`src/rtl/impr_pkg.sv`:
```
// Constants and types for the interrupt mask and priority block
package impr_pkg;
	localparam logic [7:0] ADDR_BASIC_PRIO = 8'hb8;
	localparam logic [7:0] ADDR_EXT_EN_ONE = 8'he6;
	localparam logic [7:0] ADDR_EXT_PRIO_ONE = 8'hf6;
	localparam logic [7:0] RST_BASIC_PRIO = 8'h80;
	localparam logic [7:0] RST_EXT_EN_ONE = 8'h00;
	localparam logic [7:0] RST_EXT_PRIO_ONE = 8'h00;
	localparam logic [7:0] BASIC_PRIO_WMASK = 8'h7f;
	localparam int BIT_UNUSED = 7;
	localparam int BIT_TIMER_THREE = 7;
	localparam int BIT_CMP_ONE = 6;
	localparam int BIT_CMP_ZERO = 5;
	localparam int BIT_COUNTER_ARRAY = 4;
	localparam int BIT_CONV_DONE = 3;
	localparam int BIT_WINDOW = 2;
	localparam int BIT_ALARM = 1;
	localparam int BIT_TWOWIRE = 0;
	localparam int NUM_SRC = 15;
	localparam int NUM_BASIC = 7;
	localparam logic [4:0] NO_VECTOR = 5'h1f;

	typedef enum logic [1:0]
	{
		IMPR_IDLE = 2'b00,
		IMPR_IN_LOW = 2'b01,
		IMPR_IN_HIGH = 2'b10,
		IMPR_IN_BOTH = 2'b11
	} impr_level_t;

	typedef struct packed
	{
		logic [7:0] basic_prio_reg;
		logic [7:0] ext_en_one_reg;
		logic [7:0] ext_prio_one_reg;
		impr_level_t level_reg;
		logic irq_valid_reg;
		logic [4:0] irq_vector_reg;
		logic irq_high_reg;
		logic [7:0] rdata_reg;
	} impr_state_t;
endpackage

```
`src/rtl/impr_sel_if.sv`:
```
// Pending request lines passed to the priority selector
`timescale 1ns/10ps
interface impr_sel_if;
	logic [impr_pkg::NUM_SRC-1:0] pend;
	logic [impr_pkg::NUM_SRC-1:0] high;
	logic found;
	logic [4:0] vector;
	logic is_high;
	modport ctrl (output pend, output high, input found, input vector,
		input is_high);
	modport sel (input pend, input high, output found, output vector,
		output is_high);
endinterface

```
`src/rtl/impr_select.sv`:
```
// Fixed-order priority selector over pending sources
`timescale 1ns/10ps
module impr_select
(
	impr_sel_if.sel s
);
	function automatic logic [4:0] lowest(
		input logic [impr_pkg::NUM_SRC-1:0] v);
		logic [4:0] r;
		r = impr_pkg::NO_VECTOR;
		for (int i = impr_pkg::NUM_SRC - 1; i >= 0; i--)
		begin
			if (v[i])
				r = 5'(i);
		end
		return r;
	endfunction

	logic [impr_pkg::NUM_SRC-1:0] hi_pend;
	logic [4:0] hi_vec;
	logic [4:0] lo_vec;

	always_comb
	begin
		hi_pend = s.pend & s.high;
		hi_vec = lowest(hi_pend);
		lo_vec = lowest(s.pend);
		// High level wins first, then lowest vector
		s.is_high = |hi_pend;
		s.vector = s.is_high ? hi_vec : lo_vec;
		s.found = |s.pend;
	end
endmodule

```
`src/rtl/impr_top.sv`:
```
// Interrupt enable, priority registers and request arbitration
// Operation
// Basic priority bit 7 reads one, ignores writes
// Basic priority at 0xB8, byte and bit access
// Basic priority bits 6..0 set source levels
// Enable bit 7 gates timer three overflows
// Enable bits 6,5 gate comparator edge flags
// Enable bit 4 gates counter array requests
// Enable bit 3 gates conversion complete
// Enable bit 2 gates window compare
// Enable bit 1 gates clock alarm
// Enable bit 0 gates two-wire bus
// Enable register at 0xE6, resets zero
// Extended priority at 0xF6, same order
// Global enable overrides all individual masks
// High preempts low, never another high
// Equal level served lowest vector first
`timescale 1ns/10ps
module impr_top
(
	input wire logic sys_clk,
	input wire logic nrst,
	input wire logic sfr_wr,
	input wire logic sfr_rd,
	input wire logic [7:0] sfr_addr,
	input wire logic [7:0] sfr_wdata,
	input wire logic bit_wr,
	input wire logic [7:0] bit_addr,
	input wire logic bit_val,
	output logic [7:0] sfr_rdata,
	input wire logic global_irq_enable,
	input wire logic [6:0] basic_req,
	input wire logic timer_three_low_overflow,
	input wire logic timer_three_high_overflow,
	input wire logic cmp_one_rising_flag,
	input wire logic cmp_one_falling_flag,
	input wire logic cmp_zero_rising_flag,
	input wire logic cmp_zero_falling_flag,
	input wire logic counter_array_req,
	input wire logic conversion_done_flag,
	input wire logic window_hit_flag,
	input wire logic clock_alarm_req,
	input wire logic twowire_bus_req,
	input wire logic irq_ack,
	input wire logic irq_return,
	output logic irq_valid,
	output logic [4:0] irq_vector,
	output logic irq_high,
	output logic [7:0] en_ext_one,
	output logic [7:0] prio_basic
);
	impr_pkg::impr_state_t st_reg;
	impr_pkg::impr_state_t st_next;
	impr_sel_if sel_bus();
	logic [7:0] ext_src;
	logic [7:0] ext_gated;
	logic [impr_pkg::NUM_SRC-1:0] avail;
	logic allow_low;
	logic allow_high;
	logic bit_hit;
	logic ack_taken;

	impr_select u_sel
	(
		.s(sel_bus)
	);

	function automatic logic [7:0] bit_apply(input logic [7:0] v,
		input logic [2:0] pos, input logic b);
		logic [7:0] r;
		r = v;
		r[pos] = b;
		return r;
	endfunction

	// Vector order: basic 0..6, then extended bit b at vector 7+b
	function automatic logic [impr_pkg::NUM_SRC-1:0] vec_order(
		input logic [7:0] ext, input logic [6:0] basic);
		return {ext, basic};
	endfunction

	function automatic logic [7:0] read_mux(input logic [7:0] a,
		input impr_pkg::impr_state_t s);
		logic [7:0] r;
		if (a == impr_pkg::ADDR_BASIC_PRIO)
			r = s.basic_prio_reg;
		else if (a == impr_pkg::ADDR_EXT_EN_ONE)
			r = s.ext_en_one_reg;
		else if (a == impr_pkg::ADDR_EXT_PRIO_ONE)
			r = s.ext_prio_one_reg;
		else
			// Unmapped addresses read as zero
			r = 8'h00;
		return r;
	endfunction

	always_comb
	begin
		ext_src[impr_pkg::BIT_TIMER_THREE] = timer_three_low_overflow |
			timer_three_high_overflow;
		ext_src[impr_pkg::BIT_CMP_ONE] = cmp_one_rising_flag |
			cmp_one_falling_flag;
		ext_src[impr_pkg::BIT_CMP_ZERO] = cmp_zero_rising_flag |
			cmp_zero_falling_flag;
		ext_src[impr_pkg::BIT_COUNTER_ARRAY] = counter_array_req;
		ext_src[impr_pkg::BIT_CONV_DONE] = conversion_done_flag;
		ext_src[impr_pkg::BIT_WINDOW] = window_hit_flag;
		ext_src[impr_pkg::BIT_ALARM] = clock_alarm_req;
		ext_src[impr_pkg::BIT_TWOWIRE] = twowire_bus_req;
		// A zero enable bit blocks the source
		ext_gated = ext_src & st_reg.ext_en_one_reg;
	end

	always_comb
	begin
		avail = global_irq_enable ?
			vec_order(ext_gated, basic_req) :
			'0;
		sel_bus.high = vec_order(st_reg.ext_prio_one_reg,
			st_reg.basic_prio_reg[impr_pkg::NUM_BASIC-1:0]);
		// Nothing new while a high handler runs
		allow_high = !st_reg.level_reg[1];
		// A low handler lets only high sources through
		allow_low = st_reg.level_reg == impr_pkg::IMPR_IDLE;
		sel_bus.pend = avail & (allow_low ? '1 :
			(allow_high ? sel_bus.high : '0));
	end

	always_comb
	begin
		st_next = st_reg;
		if (sfr_wr)
		begin
			if (sfr_addr == impr_pkg::ADDR_BASIC_PRIO)
				st_next.basic_prio_reg = (sfr_wdata &
					impr_pkg::BASIC_PRIO_WMASK) |
					impr_pkg::RST_BASIC_PRIO;
			else if (sfr_addr == impr_pkg::ADDR_EXT_EN_ONE)
				st_next.ext_en_one_reg = sfr_wdata;
			else if (sfr_addr == impr_pkg::ADDR_EXT_PRIO_ONE)
				st_next.ext_prio_one_reg = sfr_wdata;
		end
		// Bit address: upper five bits pick the register, low three the bit
		bit_hit = bit_wr &&
			bit_addr[7:3] == impr_pkg::ADDR_BASIC_PRIO[7:3] &&
			bit_addr[2:0] != 3'(impr_pkg::BIT_UNUSED);
		// Bit write last, so it wins over a byte write in the same cycle
		if (bit_hit)
			st_next.basic_prio_reg = bit_apply(st_reg.basic_prio_reg,
				bit_addr[2:0], bit_val);
		// Read data holds until the next read
		if (sfr_rd)
			st_next.rdata_reg = read_mux(sfr_addr, st_reg);
		ack_taken = irq_ack && st_reg.irq_valid_reg;
		// Request recomputed from the selector every cycle
		st_next.irq_valid_reg = sel_bus.found;
		st_next.irq_vector_reg = sel_bus.found ? sel_bus.vector :
			impr_pkg::NO_VECTOR;
		st_next.irq_high_reg = sel_bus.found & sel_bus.is_high;
		case (st_reg.level_reg)
			impr_pkg::IMPR_IDLE:
			begin
				if (ack_taken)
					st_next.level_reg = st_reg.irq_high_reg ?
						impr_pkg::IMPR_IN_HIGH :
						impr_pkg::IMPR_IN_LOW;
			end
			impr_pkg::IMPR_IN_LOW:
			begin
				if (irq_ack && st_reg.irq_valid_reg &&
					st_reg.irq_high_reg)
					st_next.level_reg = impr_pkg::IMPR_IN_BOTH;
				else if (irq_return)
					st_next.level_reg = impr_pkg::IMPR_IDLE;
			end
			impr_pkg::IMPR_IN_HIGH:
			begin
				if (irq_return)
					st_next.level_reg = impr_pkg::IMPR_IDLE;
			end
			impr_pkg::IMPR_IN_BOTH:
			begin
				// Return from high resumes the low handler
				if (irq_return)
					st_next.level_reg = impr_pkg::IMPR_IN_LOW;
			end
			default:
				st_next.level_reg = impr_pkg::IMPR_IDLE;
		endcase
		// A taken request drops for one cycle so it is not taken twice
		if (ack_taken)
		begin
			st_next.irq_valid_reg = 1'b0;
			st_next.irq_vector_reg = impr_pkg::NO_VECTOR;
			st_next.irq_high_reg = 1'b0;
		end
	end

	always_ff @(posedge sys_clk or negedge nrst)
	begin
		if (!nrst)
		begin
			st_reg.basic_prio_reg <= impr_pkg::RST_BASIC_PRIO;
			st_reg.ext_en_one_reg <= impr_pkg::RST_EXT_EN_ONE;
			st_reg.ext_prio_one_reg <= impr_pkg::RST_EXT_PRIO_ONE;
			st_reg.level_reg <= impr_pkg::IMPR_IDLE;
			st_reg.irq_valid_reg <= 1'b0;
			st_reg.irq_vector_reg <= impr_pkg::NO_VECTOR;
			st_reg.irq_high_reg <= 1'b0;
			st_reg.rdata_reg <= 8'h00;
		end
		else
			st_reg <= st_next;
	end

	assign sfr_rdata = st_reg.rdata_reg;
	assign irq_valid = st_reg.irq_valid_reg;
	assign irq_vector = st_reg.irq_vector_reg;
	assign irq_high = st_reg.irq_high_reg;
	assign en_ext_one = st_reg.ext_en_one_reg;
	assign prio_basic = st_reg.basic_prio_reg;
endmodule

```
`config.mk`:
```
export PLATFORM = sky130hd
export DESIGN_NAME = impr_top
export DESIGN_NICKNAME = d
export VERILOG_FILES = /design/src/rtl/impr_pkg.sv /design/src/rtl/impr_sel_if.sv /design/src/rtl/impr_select.sv /design/src/rtl/impr_top.sv
export SDC_FILE = /design/constraint.sdc
export NUM_CORES = 1
export LEC_CHECK = 0
export BUFFER_PORTS_ARGS = -buffer_cell sky130_fd_sc_hd__buf_2
export CAP_MARGIN = 20
export CORE_AREA = 2 2 75 77
export CTS_CLUSTER_DIAMETER = 120
export DETAILED_ROUTE_END_ITERATION = 12
export DIE_AREA = 0 0 77 79
export GPL_ROUTABILITY_DRIVEN = 1
export GPL_TIMING_DRIVEN = 0
export PLACE_DENSITY_LB_ADDON = 0.15
export SLEW_MARGIN = 10
export SYNTH_ARGS = -nofsm -noshare
export SYNTH_HDL_FRONTEND = slang
export SYNTH_HIERARCHICAL = 1
export SYNTH_SLANG_ARGS = --single-unit
```
`constraint.sdc`:
```
create_clock -name sys_clk -period 6.25 [get_ports sys_clk]
set_input_delay 0.625 -clock sys_clk [delete_from_list [all_inputs] [get_ports sys_clk]]
set_output_delay 0.625 -clock sys_clk [all_outputs]
set_load 0.1 [all_outputs]
```
Word level (Yosys, flattened, before mapping)
Cells that the tools add are included.
- register bits after elaboration: 41
- latch bits: 0
- RAM bits: 0
- ROM bits: 0
- input bits: 51
- logic and storage cells: 98
- memories: 0
- $add $sub $neg: 0
- $mul: 0
- div/mod/pow operators: 0
- order comparisons: 2
- equality and inequality tests: 10
- shift operators: 0
- multiplexer cells: 55
- bitwise operators: 9
- reduce and logical (&&, ||, !) cells: 14
- operator list (kind ; count):
    two-way mux 5 bit ; 32
    two-way mux 8 bit ; 8
    two-way mux 15 bit ; 3
    bitwise AND 15 bit ; 2
    OR reduction 15 bit ; 2
    equality test 8 bit, second input constant ; 3
    two-way mux 24 bit ; 1
    two-way mux 16 bit ; 1
    two-way mux 2 bit ; 5
    bitwise AND 8 bit ; 1
    bitwise mux 8 bit ; 1
    case mux 2 bit (4 select lines) ; 1
    two-way mux 7 bit ; 1
    equality test 5 bit, second input constant ; 1
    logical AND 1 bit ; 5
    equality test 2 bit, second input constant ; 2
    less-than comparator 3 x 4 -> 1 bit, second input constant ; 1
    AND reduction 2 bit ; 2
    AND reduction 4 bit ; 1
    nonzero test 2 bit ; 2
    demux 1 bit (select 3 bit) ; 1
    greater-or-equal comparator 3 x 1 -> 1 bit, second input constant ; 1
    inequality test 3 bit, second input constant ; 1
    bitwise OR 1 bit ; 3
    8 further kinds ; 9

Logic depth before layout (Yosys ltp)
Gate-level depths: netlist (run 1).
- depth in word-level cells: 23
- mapped depth: 11

Hierarchy
The synthesis (run 1) kept the hierarchy.
- by module, submodules not included (module ; instances ; cells an instance ; area each (um^2) ; seq. area each (um^2)):
    impr_top ; 1 ; 240 ; 2431.1 ; 1033.5
    impr_select ; 1 ; 67 ; 409.1 ; 0.0

Worst setup path after synthesis (run 1)
OpenSTA, ideal clock, no wires.
- path type: reg2reg
- start point: reg st_reg[15] in the netlist's numbering
- end point: reg st_reg (netlist bit irq_vector[0])
- arrival time: 2246 ps
- data required time: 6169 ps
- setup slack: 3923 ps
- stages on the path, launching flop included: 12
- path through: dfrtp_1 > clkbuf_1 > inv_1 > clkbuf_1 > o21ai_0 > nor2_1 > nand2_2 > a32o_1 > a222oi_1 > a221oi_1 > mux2_4 > nand2b_1
- RTL lines (what ; RTL line ; RTL):
    start: declaration ; impr_top.sv:52 ; impr_pkg::impr_state_t st_reg;
    start signal: assignment ; impr_top.sv:213 ; st_reg <= st_next;

==> results.toml, run 1 <==
[clock_network]
cts_tree = "yes"
numCtsBuffers = 5
cts-root-buf = "clkbuf_8"
cts_resized = 0
insertion_delay_ps = 290
cts_hold_buf = 0
post_cts_buffers = 0
clock-sinks = 41
clkTransAtPathRegs_ps = 80
h-tree-depth = 2
cts.path.max_buffers = 2

[grt]
antenna_found_initial = 0
grt_max_degree = 42
grt_pass1_wl_um = 12500
overflow = 0
first_global_vias = 2519
grt_use_total_pct = 26.1

[power]
powerDensity_nw_per_um2 = 304
p_leak_nw = 1.67
peakVddDrop_uv = 248

[critical_path]
crit_fanout = 10
max_stage_delay_ps = 550
critical_path_arrival_ps = 3060
cp_cell_sequence = "clkbuf_1, inv_1, clkbuf_1, o21ai_0, nor2_1, nor4_1, nand2_1, or4_4, and2_1, nand2b_1"
reg2reg_to = "irq_vector[2]$_DFF_PN1_"
worstReg2RegStart = "st_reg[15]$_DFFE_PN0P_"
cp_data_required_time_ps = 6480
crit_top_cell = "clkbuf_1"
cp_slowest_cell = "or4_4"
end_kind = "flip-flop"
critical_path_depth = 10
worstRegToRegCells = 10
path_delay_family = "simple AND/OR/NAND/NOR gates"
critPathBufInv = 3
ff2ff_setup_slack_ps = 3420
cp-start-kind = "flip-flop"
crit_type = "reg2reg"

[timing]
rsz0062_at_grt = "no"
max_slew_margin_pct = 38.9
hold_violations = 0
tightest_slew_ps = 916
finalCriticalPeriod_ps = 2830
clock_skew_ps = 6.11
setup_tns_ps = 0
setup_viol = 0
drv_slew = 0
fmax_ghz = 0.354
period_share_pct = 45.2
finalHoldWorstSlack_ps = 467

[place]
gp_congestion = 0.981
dpl.hpwl_um = 5940
numPortBuffers = 80
dp.cells = 459

[cells_and_area]
diodes = 0
nets = 445
fill_cells = 485
final_util_pct = 64.2
area.growth.synth_to_final_pct = 20.6
layout-drive-gt1-share_pct = 41.0
fin_cells = 467

[logic_synthesis]
synth.cells.most_frequent = "35 x dfrtp_1, 30 x buf_4, 25 x nor2_1"
syn_area_sq_um = 2840
synthTopCellsByArea = "dfrtp_1 31%, mux2_2 9.1%, buf_4 7.9%, dfstp_2 5.6%, a22oi_1 3.4%"
yosysTopAreaCell = "dfrtp_1"
synth_top_area_share_pct = 30.8
ys_seq_area_share_pct = 36.4
synth.distinct_cells = 60
synth_ff_type = "dfrtp_1"
async_flop_share_pct = 100
syn-num-nets = 358
yosysMostFrequentCell = "dfrtp_1"
ys_ff_latch = 41
synth_enable_flop_cells = 0
ys_warn_count = 6
synthCells = 307
synth.avg_cell_area_sq_um = 9.25

[die]
core_sq_um = 5340
pin_count = 82
dieWidth_um = 77
start_util_pct = 53.2
die_area_sq_um = 6080
die_y_um = 79
row_count = 27

[routing]
drc = 0
postRouteAntennaNets = 0
avgViaCountPerCell = 5.75
dr.first_iter.drc_count = 174
wirelength_um = 7650
post_drt_wl_per_cell_um = 16.4
first_pass_iters = 4
via_count = 2685

[status]
run_status = "completed"

[min_path]
hold_class = "in2async"

[run]
drv_cap = 0
-- cell families (layout without fill, tap and decap cells) --
kind of cell           Yosys count  in the layout  synth area share [%]
AOI/OAI and AO/OA               83             83                  20.8
buffers and inverters           50            138                  10.6
and+or+nand+nor                107            107                  21.8
DFF                             41             41                  36.4
muxes                           26             26                  10.4
-- layout make-up --
type | count | area [sq um] | area share [%]
Tap cell | 72 | 90.1 | 2.63
Clock inverter | 1 | 7.51 | 0.219
Buffer | 37 | 253 | 7.38
Sequential cell | 41 | 1030 | 30.2
Multi-Input combinational cell | 216 | 1510 | 44.0
Inverter | 13 | 48.8 | 1.42
Timing Repair Buffer | 80 | 400 | 11.7
Clock buffer | 7 | 86.3 | 2.52
-- placed cells by master, fill, tap and decap left out, types with 7 or more instances in the layout --
cell / n
dfrtp_1: 35
inv_1: 12
nand2_1: 19
o21ai_0: 14
buf_2: 81
nor2b_1: 8
a22oi_1: 13
buf_4: 30
nand3_1: 13
mux2_2: 23
nand2b_1: 9
a21oi_1: 16
nor2_1: 25
o211ai_1: 7
-- worst max path at each step --
stage,slack [ps],startpoint,endpoint
2_1_floorplan,3920,st_reg[15]$_DFFE_PN0P_,irq_vector[0]$_DFF_PN1_
3_3_place_gp,3440,global_irq_enable,irq_vector[1]$_DFF_PN1_
3_5_place_dp,3460,st_reg[15]$_DFFE_PN0P_,irq_vector[0]$_DFF_PN1_
4_1_cts,3440,st_reg[15]$_DFFE_PN0P_,irq_vector[0]$_DFF_PN1_
5_1_grt,3170,st_reg[15]$_DFFE_PN0P_,irq_vector[1]$_DFF_PN1_
6_report,3420,st_reg[15]$_DFFE_PN0P_,irq_vector[2]$_DFF_PN1_
-- routing by layer --
layer / routed length (um) / part of all wire, % / GRT usage, %
met4: 99 / 1.3 / 7.50
met1: 3340 / 44 / 35.1
met2: 3750 / 49 / 44.7
met5: 0 / 0 / 0
met3: 457 / 6.0 / 3.18
-- per-stage QoR --
stage | power [mW] | worst slack, ps | area [sq um]
after detailed placement | 0.865 | 3460 | 3330
after CTS | 1.05 | 3440 | 3420
after global routing | 1.09 | 3170 | 3420
after global placement | 0.860 | 3440 | 3330
final | 1.04 | 3420 | 3420
after floorplan | 0.767 | 3920 | 2840
-- worst reg2reg max path, cell delays in order, from the launching register on --
cell and delay [ps]:
dfrtp_1 330, clkbuf_1 320, inv_1 100, clkbuf_1 240, o21ai_0 220, nor2_1 130, nor4_1 400, nand2_1 160
or4_4 550, and2_1 230, nand2b_1 110
-- power by group --
part	internal (mW)	switching (mW)	total, mW
Combinational	0.136	0.377	0.513
Sequential	0.315	0.0316	0.346
Clock	0.0898	0.0915	0.181
Note: power is estimated with default switching activity, not from simulation.
==> run 2, diff against run 1 <==
ABC_AREA = 1   (was not set)
CORE_AREA = 2 2 84 86   (was 2 2 75 77)
DIE_AREA = 0 0 86 88   (was 0 0 77 79)
clock period = 2.6 ns   (was 6.25 ns; I/O delays follow)
==> run 2 against run 1 <==
  * Flip-flop and latch count stayed put
  * Largest cell class unchanged
  * First-iteration DRC count up 22%
  * Cell area rose by 8.3%
  * Power increased by 130%
  * Die area grew 24%
  * Clock power increased by 140%
  * Non-clock buffer count up 2
==> results.toml, run 2 <==
[status]
run_status = "completed"

[timing]
setup_viol = 0
drv_slew = 0
fmax_ghz = 0.449
period_share_pct = 85.7
hold_violations = 0
rsz0062_at_grt = "no"
setup_tns_ps = 0
clock_skew_ps = 16.7
tightest_slew_ps = 896
max_slew_margin_pct = 40.3
finalCriticalPeriod_ps = 2230

[power]
p_int_mw = 1.24
p_sw_share_pct = 48.9
power_switching_mw = 1.19
p_seq_share_pct = 33.7
peakVddDrop_uv = 228
power_frac_clock_pct = 18.1
p_leak_nw = 2.17
powerDensity_nw_per_um2 = 657
combPwrFrac_pct = 48.2

[cells_and_area]
multi_input_area_sq_um = 1590
diodes = 0
final_cell_mix = "156 x nand2_1, 83 x buf_2, 53 x nor2_1"
layout-drive-gt1-share_pct = 28.6
final_common_cell = "nand2_1"
fill_cells = 693
final_util_pct = 55.8
regArea_sq_um = 1030
nets = 617
area.growth.synth_to_final_pct = 19.7

[logic_synthesis]
syn-num-nets = 529
synth.avg_cell_area_sq_um = 6.48
ys_ff_latch = 41
synthTopCellsByArea = "dfrtp_1 28%, nand2_1 19%, nand3_1 8.2%, buf_4 7.0%, nor2_1 6.4%"
ys_warn_count = 6
synth_ff_type = "dfrtp_1"
synthCells = 478
synth_top_area_share_pct = 28.3
synth_enable_flop_cells = 0
synth.cells.most_frequent = "156 x nand2_1, 53 x nor2_1, 51 x inv_1, 51 x nand3_1, 35 x dfrtp_1"
async_flop_share_pct = 100
syn_area_sq_um = 3100
synth.distinct_cells = 34
yosysMostFrequentCell = "nand2_1"
yosysTopAreaCell = "dfrtp_1"
ys_seq_area_share_pct = 33.3

[routing]
drc = 0
first_pass_iters = 4
dr.first_iter.drc_count = 213
via_count = 3205
postRouteAntennaNets = 0
wirelength_um = 8260
post_drt_wl_per_cell_um = 12.8
avgViaCountPerCell = 4.95

[critical_path]
end_kind = "flip-flop"
critical_path_arrival_ps = 2450
worstReg2RegStart = "st_reg[15]$_DFFE_PN0P_"
crit_type = "reg2reg"
cp-start-kind = "flip-flop"
cp_data_required_time_ps = 2820
crit_fanout = 6
critPathLaunch = "st_reg[15]$_DFFE_PN0P_"

[clock_network]
clkTransAtPathRegs_ps = 90
cts-root-buf = "clkbuf_8"
cts_hold_buf = 0
cts.path.max_buffers = 2
insertion_delay_ps = 310
h-tree-depth = 2
cts_tree = "yes"
numCtsBuffers = 5
clock-sinks = 41

[die]
pin_count = 82
core_sq_um = 6640
dieWidth_um = 86
row_count = 30
die_y_um = 88
start_util_pct = 46.6
die_area_sq_um = 7570

[grt]
grt_max_degree = 42
overflow = 0
grt_use_total_pct = 23.1
first_global_vias = 2926
antenna_found_initial = 0
grt_pass1_wl_um = 13700

[place]
numPortBuffers = 80
dpl.hpwl_um = 6770
gp_congestion = 0.936

[min_path]
hold_class = "in2async"

[run]
drv_cap = 0
==> run 2: cell types whose count changed after synthesis, moves of 13 or more <==
cell	change
nand2_1	+137
inv_1	+39
nand3_1	+38
nor2_1	+28
mux2_2	-23
a22oi_1	-13
==> run 2: layer usage <==
layer	up-vias	GRT usage [%]	share of wire, %
met3	12	3.58	4.8
met4	0	6.35	2.3
li1	1654	-	-
met5	-	0	0
met2	83	41.3	49
met1	1456	29.0	44
==> run 2: cell families after synthesis <==
family,share of synthesized area [%]
and+or+nand+nor,42.9
AOI/OAI and AO/OA,8.32
buffers and inverters,15.4
DFF,33.3
==> run 2: final timing paths <==
path,slack (ps),cells after the start,to
worst max-delay path,370,21,irq_vector[0]$_DFF_PN1_
worst min-delay path,70,1,sfr_rdata[3]$_DFFE_PN0P_
worst max register to register,370,21,irq_vector[0]$_DFF_PN1_
worst min register to register,480,2,prio_basic[7]$_DFFE_PN1P_
max in group asynchronous,1960,1,prio_basic[4]$_DFFE_PN0P_
min in group sys_clk,150,2,st_reg[16]$_DFFE_PN0P_
==> run 2: final cells by class <==
class	count	area share (%)
Multi-Input combinational cell	344	42.8
Tap cell	80	2.70
Clock buffer	5	1.86
Buffer	37	7.19
Clock inverter	3	0.675
Inverter	55	5.70
Sequential cell	41	27.9
Timing Repair Buffer	82	11.2
==> run 2: critical path: stages, from the launching register on <==
cell,delay (ps)
dfrtp_1,460
inv_1,190
o22ai_1,120
nor2_1,210
nand2_1,100
inv_2,60
nand2_1,40
nand2_1,50
nand2_1,50
nand2_1,60
nand2_1,50
nand2_1,50
nand2_1,50
nand2_1,60
nand2_1,50
nand2_1,50
nand2_1,50
nand2_1,50
nand2_1,50
nand2_1,50
nand2_1,40
or2_2,280
==> run 2: power by group through the flow <==
stage | clock, mW | combinational (mW) | sequential, mW
floorplan | 0 | 0.886 | 0.884
global placement | 0 | 1.15 | 0.831
detailed placement | 0 | 1.17 | 0.834
CTS | 0.450 | 1.17 | 0.822
global route | 0.480 | 1.26 | 0.834
finish | 0.440 | 1.17 | 0.822
==> run 2: metrics by stage <==
stage / instance area, sq um / power (mW) / worst slack, ps / hold WS [ps] / cells
global placement: 3600 / 1.98 / 81.0 / 436 / 638
floorplan: 3100 / 1.77 / 464 / -35.6 / 478
detailed placement: 3600 / 2.00 / 28.8 / 447 / 638
CTS: 3690 / 2.44 / 228 / 109 / 645
global route: 3710 / 2.58 / 61.9 / 148 / 647
finish: 3710 / 2.44 / 372 / 73.8 / 647
==> run 2: repair_timing <==
| action | 4_1_cts | 5_1_grt |
|---|---|---|
| resized for setup | 0 | 1 |
| hold endpoints to repair | 0 | 0 |
| setup buffers | 0 | 2 |
| endpoints found under the setup margin | 1 | 1 |
==> run 3, diff against run 2 <==
CORE_AREA = 2 2 80 82   (was 2 2 84 86)
DIE_AREA = 0 0 82 84   (was 0 0 86 88)
SYNTH_HIERARCHICAL = not set   (was 1)
==> run 3 against run 2 <==
  * Cell area is 9.1% lower
  * Clock power down 3%
  * Clock skew shrank 8.0 ps
  * Maximum frequency is 17% higher
  * Utilization decreased by 0.52 points
  * Wire length fell by 9.5%
  * Non-clock buffer count fell by 3
  * Setup slack gained 320 ps
  * Sequential power is 1% higher
  * Critical path depth fell by 11
  * Sequential share of layout area up 2.8 points
  * Critical path type unchanged
  * Critical endpoint is now irq_vector[1]$_DFF_PN1_
==> results.toml, run 3 <==
[timing]
hold_violations = 0
setup_viol = 0
finalHoldWorstSlack_ps = 81.4
fmax_ghz = 0.523
clock_skew_ps = 8.66
finalCriticalPeriod_ps = 1910
finalWorstSetupSlack_ps = 688
max_slew_margin_pct = 39.7
drv_slew = 0
setup_tns_ps = 0
tightest_slew_ps = 904
rsz0062_at_grt = "no"
period_share_pct = 73.5

[status]
run_status = "completed"

[logic_synthesis]
ys_warn_count = 0
synth_top_family_by_area = "simple AND/OR/NAND/NOR gates"
ys_seq_area_share_pct = 37.1
yosysMostFrequentCell = "nand2_1"
ys_ff_latch = 41
async_flop_share_pct = 100
synth.cells.most_frequent = "106 x nand2_1, 36 x inv_1, 35 x dfrtp_1"
synth.distinct_cells = 40
synth_top_area_share_pct = 31.5
yosysTopAreaCell = "dfrtp_1"
synth_mux_area_share_pct = 0.360
syn-num-nets = 425
synthTopCellsByArea = "dfrtp_1 31%, nand2_1 14%, buf_4 7.8%, dfstp_2 5.7%, inv_1 4.9%"
synth_fa_ha_area_share_pct = 0
synth_xor_area_share_pct = 0
synth_compound_area_share_pct = 15.8
synthCells = 374
syn_area_sq_um = 2780
synth.avg_cell_area_sq_um = 7.44
yosys.area_share.simple_pct = 31.5
synth_ff_type = "dfrtp_1"
synth_enable_flop_cells = 0

[cells_and_area]
diodes = 0
multi_input_area_sq_um = 1330
layout-drive-gt1-share_pct = 33.5
area.growth.synth_to_final_pct = 21.1
fill_cells = 600
regArea_sq_um = 1030
final_common_cell = "nand2_1"
final_util_pct = 55.3
nets = 512
final_cell_mix = "106 x nand2_1, 81 x buf_2, 36 x inv_1"

[routing]
postRouteAntennaNets = 0
wirelength_um = 7480
post_drt_wl_per_cell_um = 13.9
via_count = 2771
drc = 0
first_pass_iters = 7
avgViaCountPerCell = 5.14
dr.first_iter.drc_count = 146

[critical_path]
crit_type = "reg2reg"
path_delay_family = "simple AND/OR/NAND/NOR gates"
critical_path_arrival_ps = 2110
critical_path_depth = 10
cp_slowest_cell = "dfrtp_1"
max_stage_delay_ps = 460
critPathBufInv = 2
crit_fanout = 10
worstRegToRegCells = 10
cp_data_required_time_ps = 2800
cp-start-kind = "flip-flop"
cp_cell_sequence = "nor2_4, buf_6, o211ai_2, inv_1, nand2_1, nand2_1, nor2_1, nand2_1, nor2_4, o31ai_1"
end_kind = "flip-flop"
crit_top_cell = "nand2_1"

[grt]
antenna_found_initial = 0
grt_pass1_wl_um = 12200
first_global_vias = 2623
use_met3_pct = 3.14
grt_max_degree = 42
grt_use_total_pct = 22.9
overflow = 0
grt_use_met2_pct = 37.5
grt_busiest_layer = "met2"
grt_use_met1_pct = 30.2

[clock_network]
post_cts_buffers = 0
insertion_delay_ps = 300
h-tree-depth = 2
numCtsBuffers = 5
cts_hold_buf = 0
cts_tree = "yes"
clock-sinks = 41
cts-root-buf = "clkbuf_8"
cts.path.max_buffers = 2
clkTransAtPathRegs_ps = 90
cts_resized = 0

[die]
dieWidth_um = 82
pin_count = 82
die_area_sq_um = 6890
start_util_pct = 45.6
die_y_um = 84
row_count = 29
core_sq_um = 6100

[run]
drv_cap = 0

[power]
p_leak_nw = 1.80
powerDensity_nw_per_um2 = 707
peakVddDrop_uv = 609

[place]
numPortBuffers = 80
gp_congestion = 0.875
dp_slack_ps = 641
dpl.hpwl_um = 5820

[min_path]
hold_class = "in2async"
[run 3: changes by cell type in the layout (fill, tap and decap cells not counted), moves of 7 or more]
cell	previous run	this run
nand2_1	156	106
nor2_1	53	27
nand3_1	51	27
inv_1	51	36
nand2_2	12	1
a21oi_1	16	7
a41oi_1	0	8
o211ai_1	0	7
[run 3: layout make-up]
type / instances / area share [%]
Timing Repair Buffer: 80 / 11.9
Clock buffer: 5 / 2.04
Multi-Input combinational cell: 254 / 39.4
Inverter: 43 / 4.79
Clock inverter: 3 / 0.668
Tap cell: 77 / 2.86
Buffer: 36 / 7.72
Sequential cell: 41 / 30.7
[run 3: final timing paths]
path | startpoint | end | slack (ps)
min in group sys_clk | irq_return | st_reg[16]$_DFFE_PN0P_ | 170
worst min register to register | irq_valid$_DFF_PN0_ | irq_vector[2]$_DFF_PN1_ | 550
max in group asynchronous | nrst | prio_basic[0]$_DFFE_PN0P_ | 1950
worst min-delay path | nrst | sfr_rdata[6]$_DFFE_PN0P_ | 80
worst max-delay path | st_reg[16]$_DFFE_PN0P_ | irq_vector[1]$_DFF_PN1_ | 690
worst max register to register | st_reg[16]$_DFFE_PN0P_ | irq_vector[1]$_DFF_PN1_ | 690
[run 3: stage by stage]
stage / instance area, sq um / total power, mW / std cells
after floorplan: 2780 / 1.76 / 374
after global placement: 3280 / 1.96 / 531
after detailed placement: 3280 / 1.97 / 531
after CTS: 3370 / 2.39 / 539
after global routing: 3370 / 2.51 / 539
final: 3370 / 2.38 / 539
[run 3: kinds of logic after synthesis]
kind of cell           Yosys count
AO/OA/AOI/OAI                   60
buffers and inverters           79
flip-flops                      41
multiplexers                     1
AND/OR/NAND/NOR                193
[run 3: power by group]
group          internal, mW  switching, mW  total, mW
logic                 0.292          0.833       1.12
clock network         0.188          0.237      0.425
registers             0.748         0.0852      0.833
[run 3: routing by layer]
layer	routed length (um)	part of all wire, %
met2	3570	48
met3	470	6.3
met4	194	2.6
met5	0	0
met1	3250	43
